$ cat src/shared/ecx_map.svh
// register offsets, field positions, reset values and synchroniser width
`ifndef ECX_MAP_SVH
`define ECX_MAP_SVH

// ---------------------------------------------------------------
// host offsets inside the extended window (low three address bits)
// ---------------------------------------------------------------
`define ECX_OFF_CAPA     3'h0
`define ECX_OFF_RSRC     3'h1
`define ECX_OFF_EMC      3'h2
`define ECX_OFF_INDEX    3'h3
`define ECX_OFF_IDATA    3'h4
`define ECX_OFF_AUX      3'h5

// ---------------------------------------------------------------
// second-level offsets behind the index register
// ---------------------------------------------------------------
`define ECX_IDX_CTRL0    3'h0
`define ECX_IDX_CTRL2    3'h2
`define ECX_IDX_CTRL4    3'h4
`define ECX_IDX_PPCFG    3'h5

// ---------------------------------------------------------------
// reset values
// ---------------------------------------------------------------
`define ECX_RST_CTRL0    8'h00
`define ECX_RST_CTRL2    8'h00
`define ECX_RST_CTRL4    8'h07
`define ECX_RST_PPCFG    8'h00
`define ECX_RST_MASK     1'h1
`define ECX_RST_DMAEN    1'h0
`define ECX_RST_SERVICE  1'h1
`define ECX_RST_INDEX    3'h0

// ---------------------------------------------------------------
// fixed fields and field positions
// ---------------------------------------------------------------
`define ECX_CAPA_LO      3'h4
`define ECX_CAPA_HI      4'h1
`define ECX_PPCFG_CAPB   7
`define ECX_EMC_EMPTY    0
`define ECX_EMC_FULL     1
`define ECX_EMC_SERVICE  2
`define ECX_EMC_DMAEN    3
`define ECX_EMC_MASK     4
`define ECX_CTRL0_TOEN   0
`define ECX_AUX_TAG      7

// ---------------------------------------------------------------
// pin synchroniser width: sel, rd, wr, addr[2:0], data[7:0]
// ---------------------------------------------------------------
`define ECX_BUS_SYNC_W   14

`endif

$ cat src/shared/ecx_pkg.sv
// types shared by the extended register bank
package ecx_pkg;

    // mode select field of the extended mode control register
    typedef enum logic [2:0] {
        ECX_MODE_STD    = 3'h0,
        ECX_MODE_BIDIR  = 3'h1,
        ECX_MODE_PFIFO  = 3'h2,
        ECX_MODE_ECP    = 3'h3,
        ECX_MODE_EPP    = 3'h4,
        ECX_MODE_RSVD   = 3'h5,
        ECX_MODE_TEST   = 3'h6,
        ECX_MODE_CFG    = 3'h7
    } ecx_mode_t;

    // host read sequencer: idle, stretch one cycle, data presented
    typedef enum logic [2:0] {
        ECX_RD_IDLE  = 3'b001,
        ECX_RD_WAIT  = 3'b010,
        ECX_RD_DATA  = 3'b100
    } ecx_rd_state_t;

endpackage

$ cat src/logic/ecx_regs.sv
// extended register bank of the parallel port: host side and control
`timescale 1ns/1ps
`default_nettype none
`include "ecx_map.svh"

// How it works
// RULE1: capability word fixed 100 and 0001 fields
// RULE2: capability bit 3 mirrors config bit 7
// RULE3: resource report read-only, bits 2,7 zero
// RULE4: resource bits 1,0 mirror DMA channel field
// RULE5: resource bits 5-3 mirror interrupt number field
// RULE6: interrupt field codes jumper, then seven lines
// RULE7: resource bit 6 shows selected IRQ level
// RULE8: mode control resets to 00010xx1; code resets it to 000101xx
// RULE9: stretch mode control reads with IOCHRDY low
// RULE10: empty/full flags live, read 1 frozen
// RULE11: service bit set by events, software clears
// RULE12: DMA terminal count interrupts when armed
// RULE13: thresholds of eight interrupt without DMA
// RULE14: DMA disabled floats request, ignores acknowledge
// RULE15: error edge or unmask interrupts unless masked
// RULE16: bits 7-5 select operating mode
// RULE17: index selects four control registers only
// RULE18: index bits 7-3 read and count zero
// RULE19: indirect pair needs enable, reset-only init
// RULE20: indirect data moves all eight bits
// RULE21: aux status shows FIFO tag in mode 011; code shows it only when dir_backward is also set
// RULE22: control zero bit 0 enables time-out interrupt
// RULE23: direction 0 forward driving, 1 backward
// RULE24: frozen clock input forces readback overrides

module ecx_regs (
    input  wire logic        ref_clk,
    input  wire logic        rstn,
    // host I/O pins
    input  wire logic        io_sel_n,
    input  wire logic        io_rd_n,
    input  wire logic        io_wr_n,
    input  wire logic [2:0]  io_addr,
    input  wire logic [7:0]  io_data_in,
    output logic      [7:0]  io_data_out,
    output logic             io_data_oe_n,
    output logic             iochrdy_out,
    output logic             iochrdy_oe_n,
    // printer error and selected interrupt line pins
    input  wire logic        err_n,
    input  wire logic        irq_line_level,
    // DMA pins
    input  wire logic        dma_ack_in,
    output logic             dma_req_out,
    output logic             dma_req_oe_n,
    // FIFO and port logic, same clock
    input  wire logic        fifo_empty,
    input  wire logic        fifo_full,
    input  wire logic        fifo_free_ge8,
    input  wire logic        fifo_avail_ge8,
    input  wire logic        fifo_bottom_tag,
    input  wire logic        dma_req_raw,
    input  wire logic        dma_tc,
    input  wire logic        dir_backward,
    input  wire logic        port_clk_frozen,
    input  wire logic        ext_cfg_enable,
    // control outputs
    output logic             ecp_irq,
    output logic             dma_ack_eff,
    output ecx_pkg::ecx_mode_t mode,
    output logic             epp_timeout_irq_en,
    output logic      [7:0]  timeout_irq_control,
    output logic      [7:0]  second_control_reg,
    output logic      [7:0]  dma_fairness_control,
    output logic      [7:0]  port_resource_config
);

    // ---------------------------------------------------------------
    // decoding functions
    // ---------------------------------------------------------------

    // second-level index that names one of the four control registers
    function automatic logic idx_valid(input logic [2:0] idx);
        idx_valid = (idx == `ECX_IDX_CTRL0) || (idx == `ECX_IDX_CTRL2) ||
                    (idx == `ECX_IDX_CTRL4) ||
                    (idx == `ECX_IDX_PPCFG); // see RULE17
    endfunction

    // host offset that this bank answers in the current mode
    function automatic logic addr_ours(input logic [2:0]  a,
                                       input logic [2:0]  m,
                                       input logic        ext);
        logic cfg;
        cfg = (m == ecx_pkg::ECX_MODE_CFG);
        addr_ours = ((a == `ECX_OFF_CAPA) && cfg) ||
                    ((a == `ECX_OFF_RSRC) && cfg) ||
                    (a == `ECX_OFF_EMC) ||
                    (((a == `ECX_OFF_INDEX) || (a == `ECX_OFF_IDATA))
                        && ext) || // see RULE19
                    (a == `ECX_OFF_AUX);
    endfunction

    // ---------------------------------------------------------------
    // pin synchronisers
    // ---------------------------------------------------------------
    logic [`ECX_BUS_SYNC_W-1:0] bus_meta;
    logic [`ECX_BUS_SYNC_W-1:0] bus_sync;
    logic [2:0]                 pin_meta;
    logic [2:0]                 pin_sync;
    logic [`ECX_BUS_SYNC_W-1:0] next_bus_meta;
    logic [`ECX_BUS_SYNC_W-1:0] next_bus_sync;
    logic [2:0]                 next_pin_meta;
    logic [2:0]                 next_pin_sync;

    // two flops on every asynchronous pin
    always_comb
    begin
        next_bus_meta = {io_sel_n, io_rd_n, io_wr_n, io_addr, io_data_in};
        next_bus_sync = bus_meta;
        next_pin_meta = {err_n, irq_line_level, dma_ack_in};
        next_pin_sync = pin_meta;
    end

    always_ff @(posedge ref_clk)
    begin
        if (!rstn)
        begin
            bus_meta <= {`ECX_BUS_SYNC_W{1'b1}};
            bus_sync <= {`ECX_BUS_SYNC_W{1'b1}};
            pin_meta <= 3'h6;
            pin_sync <= 3'h6;
        end
        else
        begin
            bus_meta <= next_bus_meta;
            bus_sync <= next_bus_sync;
            pin_meta <= next_pin_meta;
            pin_sync <= next_pin_sync;
        end
    end

    // synchronised fields
    logic       sel_n_s;
    logic       rd_n_s;
    logic       wr_n_s;
    logic [2:0] addr_s;
    logic [7:0] din_s;
    logic       err_n_s;
    logic       irq_lvl_s;
    logic       dack_s;

    assign sel_n_s   = bus_sync[13];
    assign rd_n_s    = bus_sync[12];
    assign wr_n_s    = bus_sync[11];
    assign addr_s    = bus_sync[10:8];
    assign din_s     = bus_sync[7:0];
    assign err_n_s   = pin_sync[2];
    assign irq_lvl_s = pin_sync[1];
    assign dack_s    = pin_sync[0];

    // ---------------------------------------------------------------
    // host strobe edges
    // ---------------------------------------------------------------
    logic rd_act;
    logic wr_act;
    logic rd_prev;
    logic wr_prev;
    logic err_prev;
    logic rd_start;
    logic wr_start;
    logic ours;

    // strobe active only with the window select
    assign rd_act   = ~sel_n_s & ~rd_n_s;
    assign wr_act   = ~sel_n_s & ~wr_n_s;
    assign rd_start = rd_act & ~rd_prev;
    assign wr_start = wr_act & ~wr_prev;

    // ---------------------------------------------------------------
    // register state
    // ---------------------------------------------------------------
    ecx_pkg::ecx_mode_t next_mode;
    logic       mask;
    logic       dma_en;
    logic       service;
    logic [2:0] index;
    logic       next_mask;
    logic       next_dma_en;
    logic       next_service;
    logic [2:0] next_index;
    logic [7:0] next_ctrl0;
    logic [7:0] next_ctrl2;
    logic [7:0] next_ctrl4;
    logic [7:0] next_ppcfg;
    logic       next_irq;
    logic       fifo_evt;
    logic       err_evt;
    logic       wr_emc;
    logic       wr_idata;

    assign ours = addr_ours(addr_s, mode, ext_cfg_enable);
    assign wr_emc = wr_start & (addr_s == `ECX_OFF_EMC);
    assign wr_idata = wr_start & (addr_s == `ECX_OFF_IDATA) &
                      ext_cfg_enable; // see RULE19

    // FIFO and DMA interrupt events, thresholds are levels
    always_comb
    begin
        fifo_evt = 1'b0;
        if (dma_en)
            fifo_evt = dma_tc;                          // see RULE12
        else if (!dir_backward)
            fifo_evt = fifo_free_ge8;        // see RULE13 see RULE23
        else
            fifo_evt = fifo_avail_ge8;                  // see RULE13
    end

    // error edge while unmasked, or unmask with error asserted
    assign err_evt = (~mask & err_prev & ~err_n_s) |
                     (wr_emc & mask & ~din_s[`ECX_EMC_MASK] &
                      ~err_n_s);                        // see RULE15

    // next register values from host writes and hardware events
    always_comb
    begin
        next_mode    = mode;
        next_mask    = mask;
        next_dma_en  = dma_en;
        next_service = service;
        next_index   = index;
        next_ctrl0   = timeout_irq_control;
        next_ctrl2   = second_control_reg;
        next_ctrl4   = dma_fairness_control;
        next_ppcfg   = port_resource_config;
        next_irq     = 1'b0;
        if (wr_emc)
        begin
            next_mode   = ecx_pkg::ecx_mode_t'(din_s[7:5]); // see RULE16
            next_mask   = din_s[`ECX_EMC_MASK];
            next_dma_en = din_s[`ECX_EMC_DMAEN];
            next_service = din_s[`ECX_EMC_SERVICE];     // see RULE11
        end
        if (wr_start && (addr_s == `ECX_OFF_INDEX) && ext_cfg_enable)
            next_index = din_s[2:0];                    // see RULE18
        if (wr_idata)
        begin
            unique case (index)                         // see RULE20
                `ECX_IDX_CTRL0: next_ctrl0 = din_s;
                `ECX_IDX_CTRL2: next_ctrl2 = din_s;
                `ECX_IDX_CTRL4: next_ctrl4 = din_s;
                `ECX_IDX_PPCFG: next_ppcfg = din_s;    // see RULE4
                default:        next_ctrl0 = timeout_irq_control;
            endcase                                     // see RULE17
        end
        // armed event raises interrupt; set beats software clear
        if (fifo_evt && !service)
        begin
            next_service = 1'b1;                        // see RULE11
            next_irq     = 1'b1;
        end
        if (err_evt)
            next_irq = 1'b1;
    end

    // registers initialise on reset only, not on port activation
    always_ff @(posedge ref_clk)
    begin
        if (!rstn)
        begin
            mode                 <= ecx_pkg::ECX_MODE_STD; // see RULE8
            mask                 <= `ECX_RST_MASK;
            dma_en               <= `ECX_RST_DMAEN;
            service              <= `ECX_RST_SERVICE;
            index                <= `ECX_RST_INDEX;
            timeout_irq_control  <= `ECX_RST_CTRL0;     // see RULE22
            second_control_reg   <= `ECX_RST_CTRL2;
            dma_fairness_control <= `ECX_RST_CTRL4;
            port_resource_config <= `ECX_RST_PPCFG;     // see RULE19
            ecp_irq              <= 1'b0;
        end
        else
        begin
            mode                 <= next_mode;
            mask                 <= next_mask;
            dma_en               <= next_dma_en;
            service              <= next_service;
            index                <= next_index;
            timeout_irq_control  <= next_ctrl0;
            second_control_reg   <= next_ctrl2;
            dma_fairness_control <= next_ctrl4;
            port_resource_config <= next_ppcfg;
            ecp_irq              <= next_irq;
        end
    end

    // ---------------------------------------------------------------
    // read multiplexer
    // ---------------------------------------------------------------
    logic [7:0] rd_value;
    logic [7:0] idata_value;

    // indirect data path, unsupported index reads zero
    always_comb
    begin
        idata_value = 8'h00;
        if (idx_valid(index))                           // see RULE17
        begin
            unique case (index)
                `ECX_IDX_CTRL0: idata_value = timeout_irq_control;
                `ECX_IDX_CTRL2: idata_value = second_control_reg;
                `ECX_IDX_CTRL4: idata_value = dma_fairness_control;
                default:        idata_value = port_resource_config;
            endcase                                     // see RULE20
        end
    end

    // value of the addressed register, sampled live
    always_comb
    begin
        rd_value = 8'h00;
        unique case (addr_s)
            `ECX_OFF_CAPA:
                rd_value = {`ECX_CAPA_HI,
                            port_resource_config[`ECX_PPCFG_CAPB],
                            `ECX_CAPA_LO};      // see RULE1 see RULE2
            `ECX_OFF_RSRC:
                rd_value = {1'b0, irq_lvl_s,            // see RULE7
                            port_resource_config[5:3],  // see RULE5 see RULE6
                            1'b0,                       // see RULE3
                            port_resource_config[1:0]}; // see RULE4
            `ECX_OFF_EMC:
                rd_value = {mode, mask, dma_en,
                            service & ~port_clk_frozen, // see RULE24
                            fifo_full | port_clk_frozen,
                            fifo_empty | port_clk_frozen}; // see RULE10
            `ECX_OFF_INDEX:
                rd_value = {5'h00, index};              // see RULE18
            `ECX_OFF_IDATA:
                rd_value = idata_value;
            `ECX_OFF_AUX:
                rd_value = {(mode == ecx_pkg::ECX_MODE_ECP) &
                            dir_backward & fifo_bottom_tag,
                            7'h00};                     // see RULE21
            default:
                rd_value = 8'h00;
        endcase
    end

    // ---------------------------------------------------------------
    // host read sequencer
    // ---------------------------------------------------------------
    ecx_pkg::ecx_rd_state_t rd_state;
    ecx_pkg::ecx_rd_state_t next_rd_state;
    logic [7:0]             next_data_out;

    // mode control reads wait one cycle so the flags settle
    always_comb
    begin
        next_rd_state = rd_state;
        next_data_out = io_data_out;
        unique case (rd_state)
            ecx_pkg::ECX_RD_IDLE:
                if (rd_start && ours)
                begin
                    if (addr_s == `ECX_OFF_EMC)
                        next_rd_state = ecx_pkg::ECX_RD_WAIT; // see RULE9
                    else
                    begin
                        next_rd_state = ecx_pkg::ECX_RD_DATA;
                        next_data_out = rd_value;
                    end
                end
            ecx_pkg::ECX_RD_WAIT:
            begin
                next_rd_state = ecx_pkg::ECX_RD_DATA;
                next_data_out = rd_value;
            end
            ecx_pkg::ECX_RD_DATA:
                if (!rd_act)
                    next_rd_state = ecx_pkg::ECX_RD_IDLE;
            default:
                next_rd_state = ecx_pkg::ECX_RD_IDLE;
        endcase
    end

    always_ff @(posedge ref_clk)
    begin
        if (!rstn)
        begin
            rd_state    <= ecx_pkg::ECX_RD_IDLE;
            io_data_out <= 8'h00;
            rd_prev     <= 1'b0;
            wr_prev     <= 1'b0;
            err_prev    <= 1'b1;
        end
        else
        begin
            rd_state    <= next_rd_state;
            io_data_out <= next_data_out;
            rd_prev     <= rd_act;
            wr_prev     <= wr_act;
            err_prev    <= err_n_s;
        end
    end

    // ---------------------------------------------------------------
    // pin drivers and control outputs
    // ---------------------------------------------------------------

    // data bus driven once read data is latched
    assign io_data_oe_n = ~((rd_state == ecx_pkg::ECX_RD_DATA) & rd_act);

    // open-drain ready: pulled low while the read is stretched
    assign iochrdy_out  = 1'b0;
    assign iochrdy_oe_n = ~(rd_state == ecx_pkg::ECX_RD_WAIT); // see RULE9

    // DMA request floats when disabled, starts once service clears
    assign dma_req_oe_n = ~dma_en;                      // see RULE14
    assign dma_req_out  = dma_en & ~service & dma_req_raw;
    assign dma_ack_eff  = dma_en & dack_s;              // see RULE14

    // time-out interrupt enable
    assign epp_timeout_irq_en =
        timeout_irq_control[`ECX_CTRL0_TOEN];           // see RULE22

endmodule // ecx_regs

`default_nettype wire

$ cat config.mk
export PLATFORM = sky130hd
export DESIGN_NAME = ecx_regs
export DESIGN_NICKNAME = d
export VERILOG_FILES = /design/src/shared/ecx_pkg.sv /design/src/logic/ecx_regs.sv
export VERILOG_INCLUDE_DIRS = /design/src /design/src/shared
export SDC_FILE = /design/constraint.sdc
export NUM_CORES = 1
export LEC_CHECK = 0
export BUFFER_PORTS_ARGS = -buffer_cell sky130_fd_sc_hd__buf_4
export CORE_MARGIN = 3
export CORE_UTILIZATION = 40
export DETAILED_ROUTE_END_ITERATION = 8
export SYNTH_ARGS = -nofsm -noshare
export SYNTH_HDL_FRONTEND = slang
export SYNTH_SLANG_ARGS = --single-unit
$ cat constraint.sdc
create_clock -name ref_clk -period 4.9 [get_ports ref_clk]
set_input_delay 0.98 -clock ref_clk [delete_from_list [all_inputs] [get_ports ref_clk]]
set_output_delay 0.98 -clock ref_clk [all_outputs]
set_load 0.02 [all_outputs]
==> results.txt <==
combined area of all synthesized cells -> 0.00362 mm2
Mean Syn Cell Area -> 9.57 um2
area fraction of the dominant cell type after synthesis -> 49.8%
TritonCTS clock tree -> yes
Final Instance Area -> 0.00443 mm2
routed via count divided by cell count -> 5.14
leakage power summed over all cells -> 1.91 nW
number of violations of the max-capacitance limit -> 0
outcome -> complete, no violations
most used flip-flop cell after synthesis -> sky130_fd_sc_hd__dfxtp_1
count of buffers from port buffering -> 78
count of cells along the worst register-to-register path -> 5
cell types with the largest area share after synthesis -> sky130_fd_sc_hd__dfxtp_1 (50%), sky130_fd_sc_hd__mux2i_1 (11%), sky130_fd_sc_hd__nand2b_1 (6.4%)
number of buffers added for setup after CTS -> 0
count of final setup violators -> 0
number of placement rows -> 34
Crit Path Class -> reg2out
core occupancy in the finished layout -> 50.6%
register bit total from synthesis -> 90
clock sink total -> 90
number of buffers added by the clock tree synthesis step -> 9
combinational family with the most area after synthesis -> simple AND/OR/NAND/NOR gates
Worst Setup End Kind -> output port
DR WL/cell -> 15.7 um
largest net degree at the start of global routing -> 47
total global routing overflow -> 0
area of the core region -> 0.00876 mm2
Post-Syn Instances -> 378
library cell used as clock root buffer -> sky130_fd_sc_hd__clkbuf_8
die area -> 0.0102 mm2
count leader, synth -> sky130_fd_sc_hd__dfxtp_1
post-cts hold buffer count -> 0
via total after detailed routing -> 2862
first-iteration detailed-routing DRC count -> 129
Die Ht -> 101 um
number of antenna violations at the first check in global routing -> 0
reg-to-reg setup timing slack -> 2.57 ns
Crit Reg-Reg Endpoint -> ecp_irq
number of global-route vias before repair -> 2642
clock latency at the later pin of the worst-skew pair -> 0.35 ns
transition time at the pin with the least slew margin -> 1.09 ns
clock transition time at the flip-flop clock pins of the worst setup and hold paths -> 0.09 ns
Max-slew headroom -> 27.3%
xor/xnor share of the synthesized area -> 0%
worst reg2reg startpoint -> bus_sync[9]
number of distinct library cells after synthesis -> 48
PostCTS Resize Cnt -> 0
number of enable-type register cells in the synthesized netlist -> 0
IR Drop Worst-Case VDD -> 187 uV
initial cell density of the core -> 41.3%
required time of the critical path -> 3.92 ns
count of nets after finishing -> 473
synthesis warning total -> 0
setup TNS after final layout -> 0 ns
share of the yosys chip area belonging to registers -> 49.8%
detailed-route DRC error count -> 0
top cells by instance count after synthesis -> sky130_fd_sc_hd__dfxtp_1 (90), sky130_fd_sc_hd__nor2_1 (51), sky130_fd_sc_hd__mux2i_1 (39), sky130_fd_sc_hd__nand2b_1 (37), sky130_fd_sc_hd__nand2_1 (23)
final clock skew -> 0.00927 ns
power density cells -> 322 mW/mm2
worst hold margin -> 0.409 ns
share of the synthesized area in compound gates (AO/OA/AOI/OAI) -> 10.5%
number of nets with antenna violations after routing -> 0
Post-Syn Nets -> 407
detailed-placement wirelength estimate -> 6.12 mm
HP Class -> reg2reg
post-route non-filler standard cell count -> 557
fin crit share -> 48.8%
number of instances on the worst hold path -> 1
GRT Total Usage -> 17.4%
minimum clock period after layout -> 2.39 ns
antenna fix cells -> 0
number of max-slew violations in the final report -> 0
area growth from synthesis to final layout -> 22.5%
simple-gate area share of the yosys netlist -> 23.1%
number of fill cells in the layout -> 859
GPL Wtd Cong -> 0.842
floorplan die width -> 101 um
post-synthesis async set-or-reset flop share -> 0%
final hold violation count -> 0
global-route wire length before repair -> 13.6 mm
deepest level of the CTS H-tree -> 3
Worst Min Path Start -> next_pin_sync[1]
type of element launching the critical path -> register
num ports -> 80
Pre-Repair DR Iteration Count -> 4
share of cell area taken by muxes after synthesis -> 12.7%
data arrival time of the critical path -> 1.41 ns
Max clock buf depth -> 2
area after detailed placement -> 0.00423 mm2
synthesized-area fraction occupied by adder cells -> 0%
layout cell share with drive strength beyond 1 -> 24.3%
registers with the highest flip-flop counts -> bus_meta x14, bus_sync x14
largest fanout of any net on the critical path -> 6
post-placement cell count -> 541
post-synthesis cell type with the largest combined area -> sky130_fd_sc_hd__dfxtp_1
fmax -> 418 MHz
worst hold endpoint -> pin_sync[1]
wirelength, routed -> 8.75 mm
unrepaired setup endpoints after global routing -> no
-- worst max-delay path, cell delays in order, from the launching register on --
cell and delay (ns):
sky130_fd_sc_hd__dfxtp_1 0.40, sky130_fd_sc_hd__or3b_2 0.49, sky130_fd_sc_hd__buf_4 0.18
-- power by group --
part | internal, mW | leakage [nW] | switching (mW) | total [mW]
Combinational | 0.0629 | 1.08 | 0.0700 | 0.133
Clock | 0.252 | 0.0962 | 0.256 | 0.509
Sequential | 0.761 | 0.734 | 0.0237 | 0.785
-- area by class of cell --
class | count | area (um2) | area share (%)
flip-flops and latches | 90 | 1800 | 40.7
multi-input cells | 258 | 1680 | 37.9
repair buffers | 78 | 586 | 13.2
clock inverters | 5 | 62.6 | 1.41
clock buffers | 11 | 141 | 3.19
well taps | 108 | 135 | 3.05
inverters | 7 | 26.3 | 0.593
-- cell families (layout without fill, tap and decap cells) --
family / Yosys count / in the layout
and+or+nand+nor: 156 / 156
DFF: 90 / 90
AOI/OAI and AO/OA: 56 / 56
muxes: 45 / 45
buffers and inverters: 30 / 101
other: 1 / 1
-- layer usage --
| layer | routed length [um] | share of wire, % | up-vias | GRT usage [%] |
|---|---|---|---|---|
| li1 | - | - | 1434 | - |
| met1 | 3930 | 45 | 1333 | 22.8 |
| met2 | 4130 | 47 | 85 | 27.5 |
| met3 | 596 | 6.8 | 10 | 6.09 |
| met4 | 97 | 1.1 | 0 | 4.50 |
| met5 | 0 | 0 | - | 0 |
-- cell usage in the layout, fill, tap and decap left out, types with 5 or more instances in the layout --
cell	count
sky130_fd_sc_hd__inv_1	6
sky130_fd_sc_hd__a31oi_1	5
sky130_fd_sc_hd__nand3_1	10
sky130_fd_sc_hd__buf_4	78
sky130_fd_sc_hd__dfxtp_1	90
sky130_fd_sc_hd__nor3_1	6
sky130_fd_sc_hd__mux2i_1	39
sky130_fd_sc_hd__nand2_1	23
sky130_fd_sc_hd__nand2b_1	37
sky130_fd_sc_hd__a211oi_1	5
sky130_fd_sc_hd__mux2_2	6
sky130_fd_sc_hd__nor2_1	51
sky130_fd_sc_hd__a21oi_1	21
sky130_fd_sc_hd__clkbuf_8	10
-- how the worst max path moves through the flow --
| stage | from | end | slack (ns) | depth (start not counted) |
|---|---|---|---|---|
| 2_1_floorplan | dma_req_raw | dma_req_out | 2.62 | 2 |
| 3_3_place_gp | dma_req_raw | dma_req_out | 2.58 | 4 |
| 3_5_place_dp | dma_req_raw | dma_req_out | 2.58 | 4 |
| 4_1_cts | rd_state[1] | iochrdy_oe_n | 2.50 | 2 |
| 5_1_grt | bus_sync[9] | ecp_irq | 2.34 | 5 |
| 6_report | rd_state[1] | iochrdy_oe_n | 2.51 | 2 |
-- through the flow --
step / worst slack, ns / total power, mW
2_1_floorplan: 2.62 / 0.881
3_3_place_gp: 2.58 / 0.934
3_5_place_dp: 2.58 / 0.936
4_1_cts: 2.50 / 1.44
5_1_grt: 2.34 / 1.49
6_report: 2.51 / 1.43
Note: power is estimated with default switching activity, not from simulation.
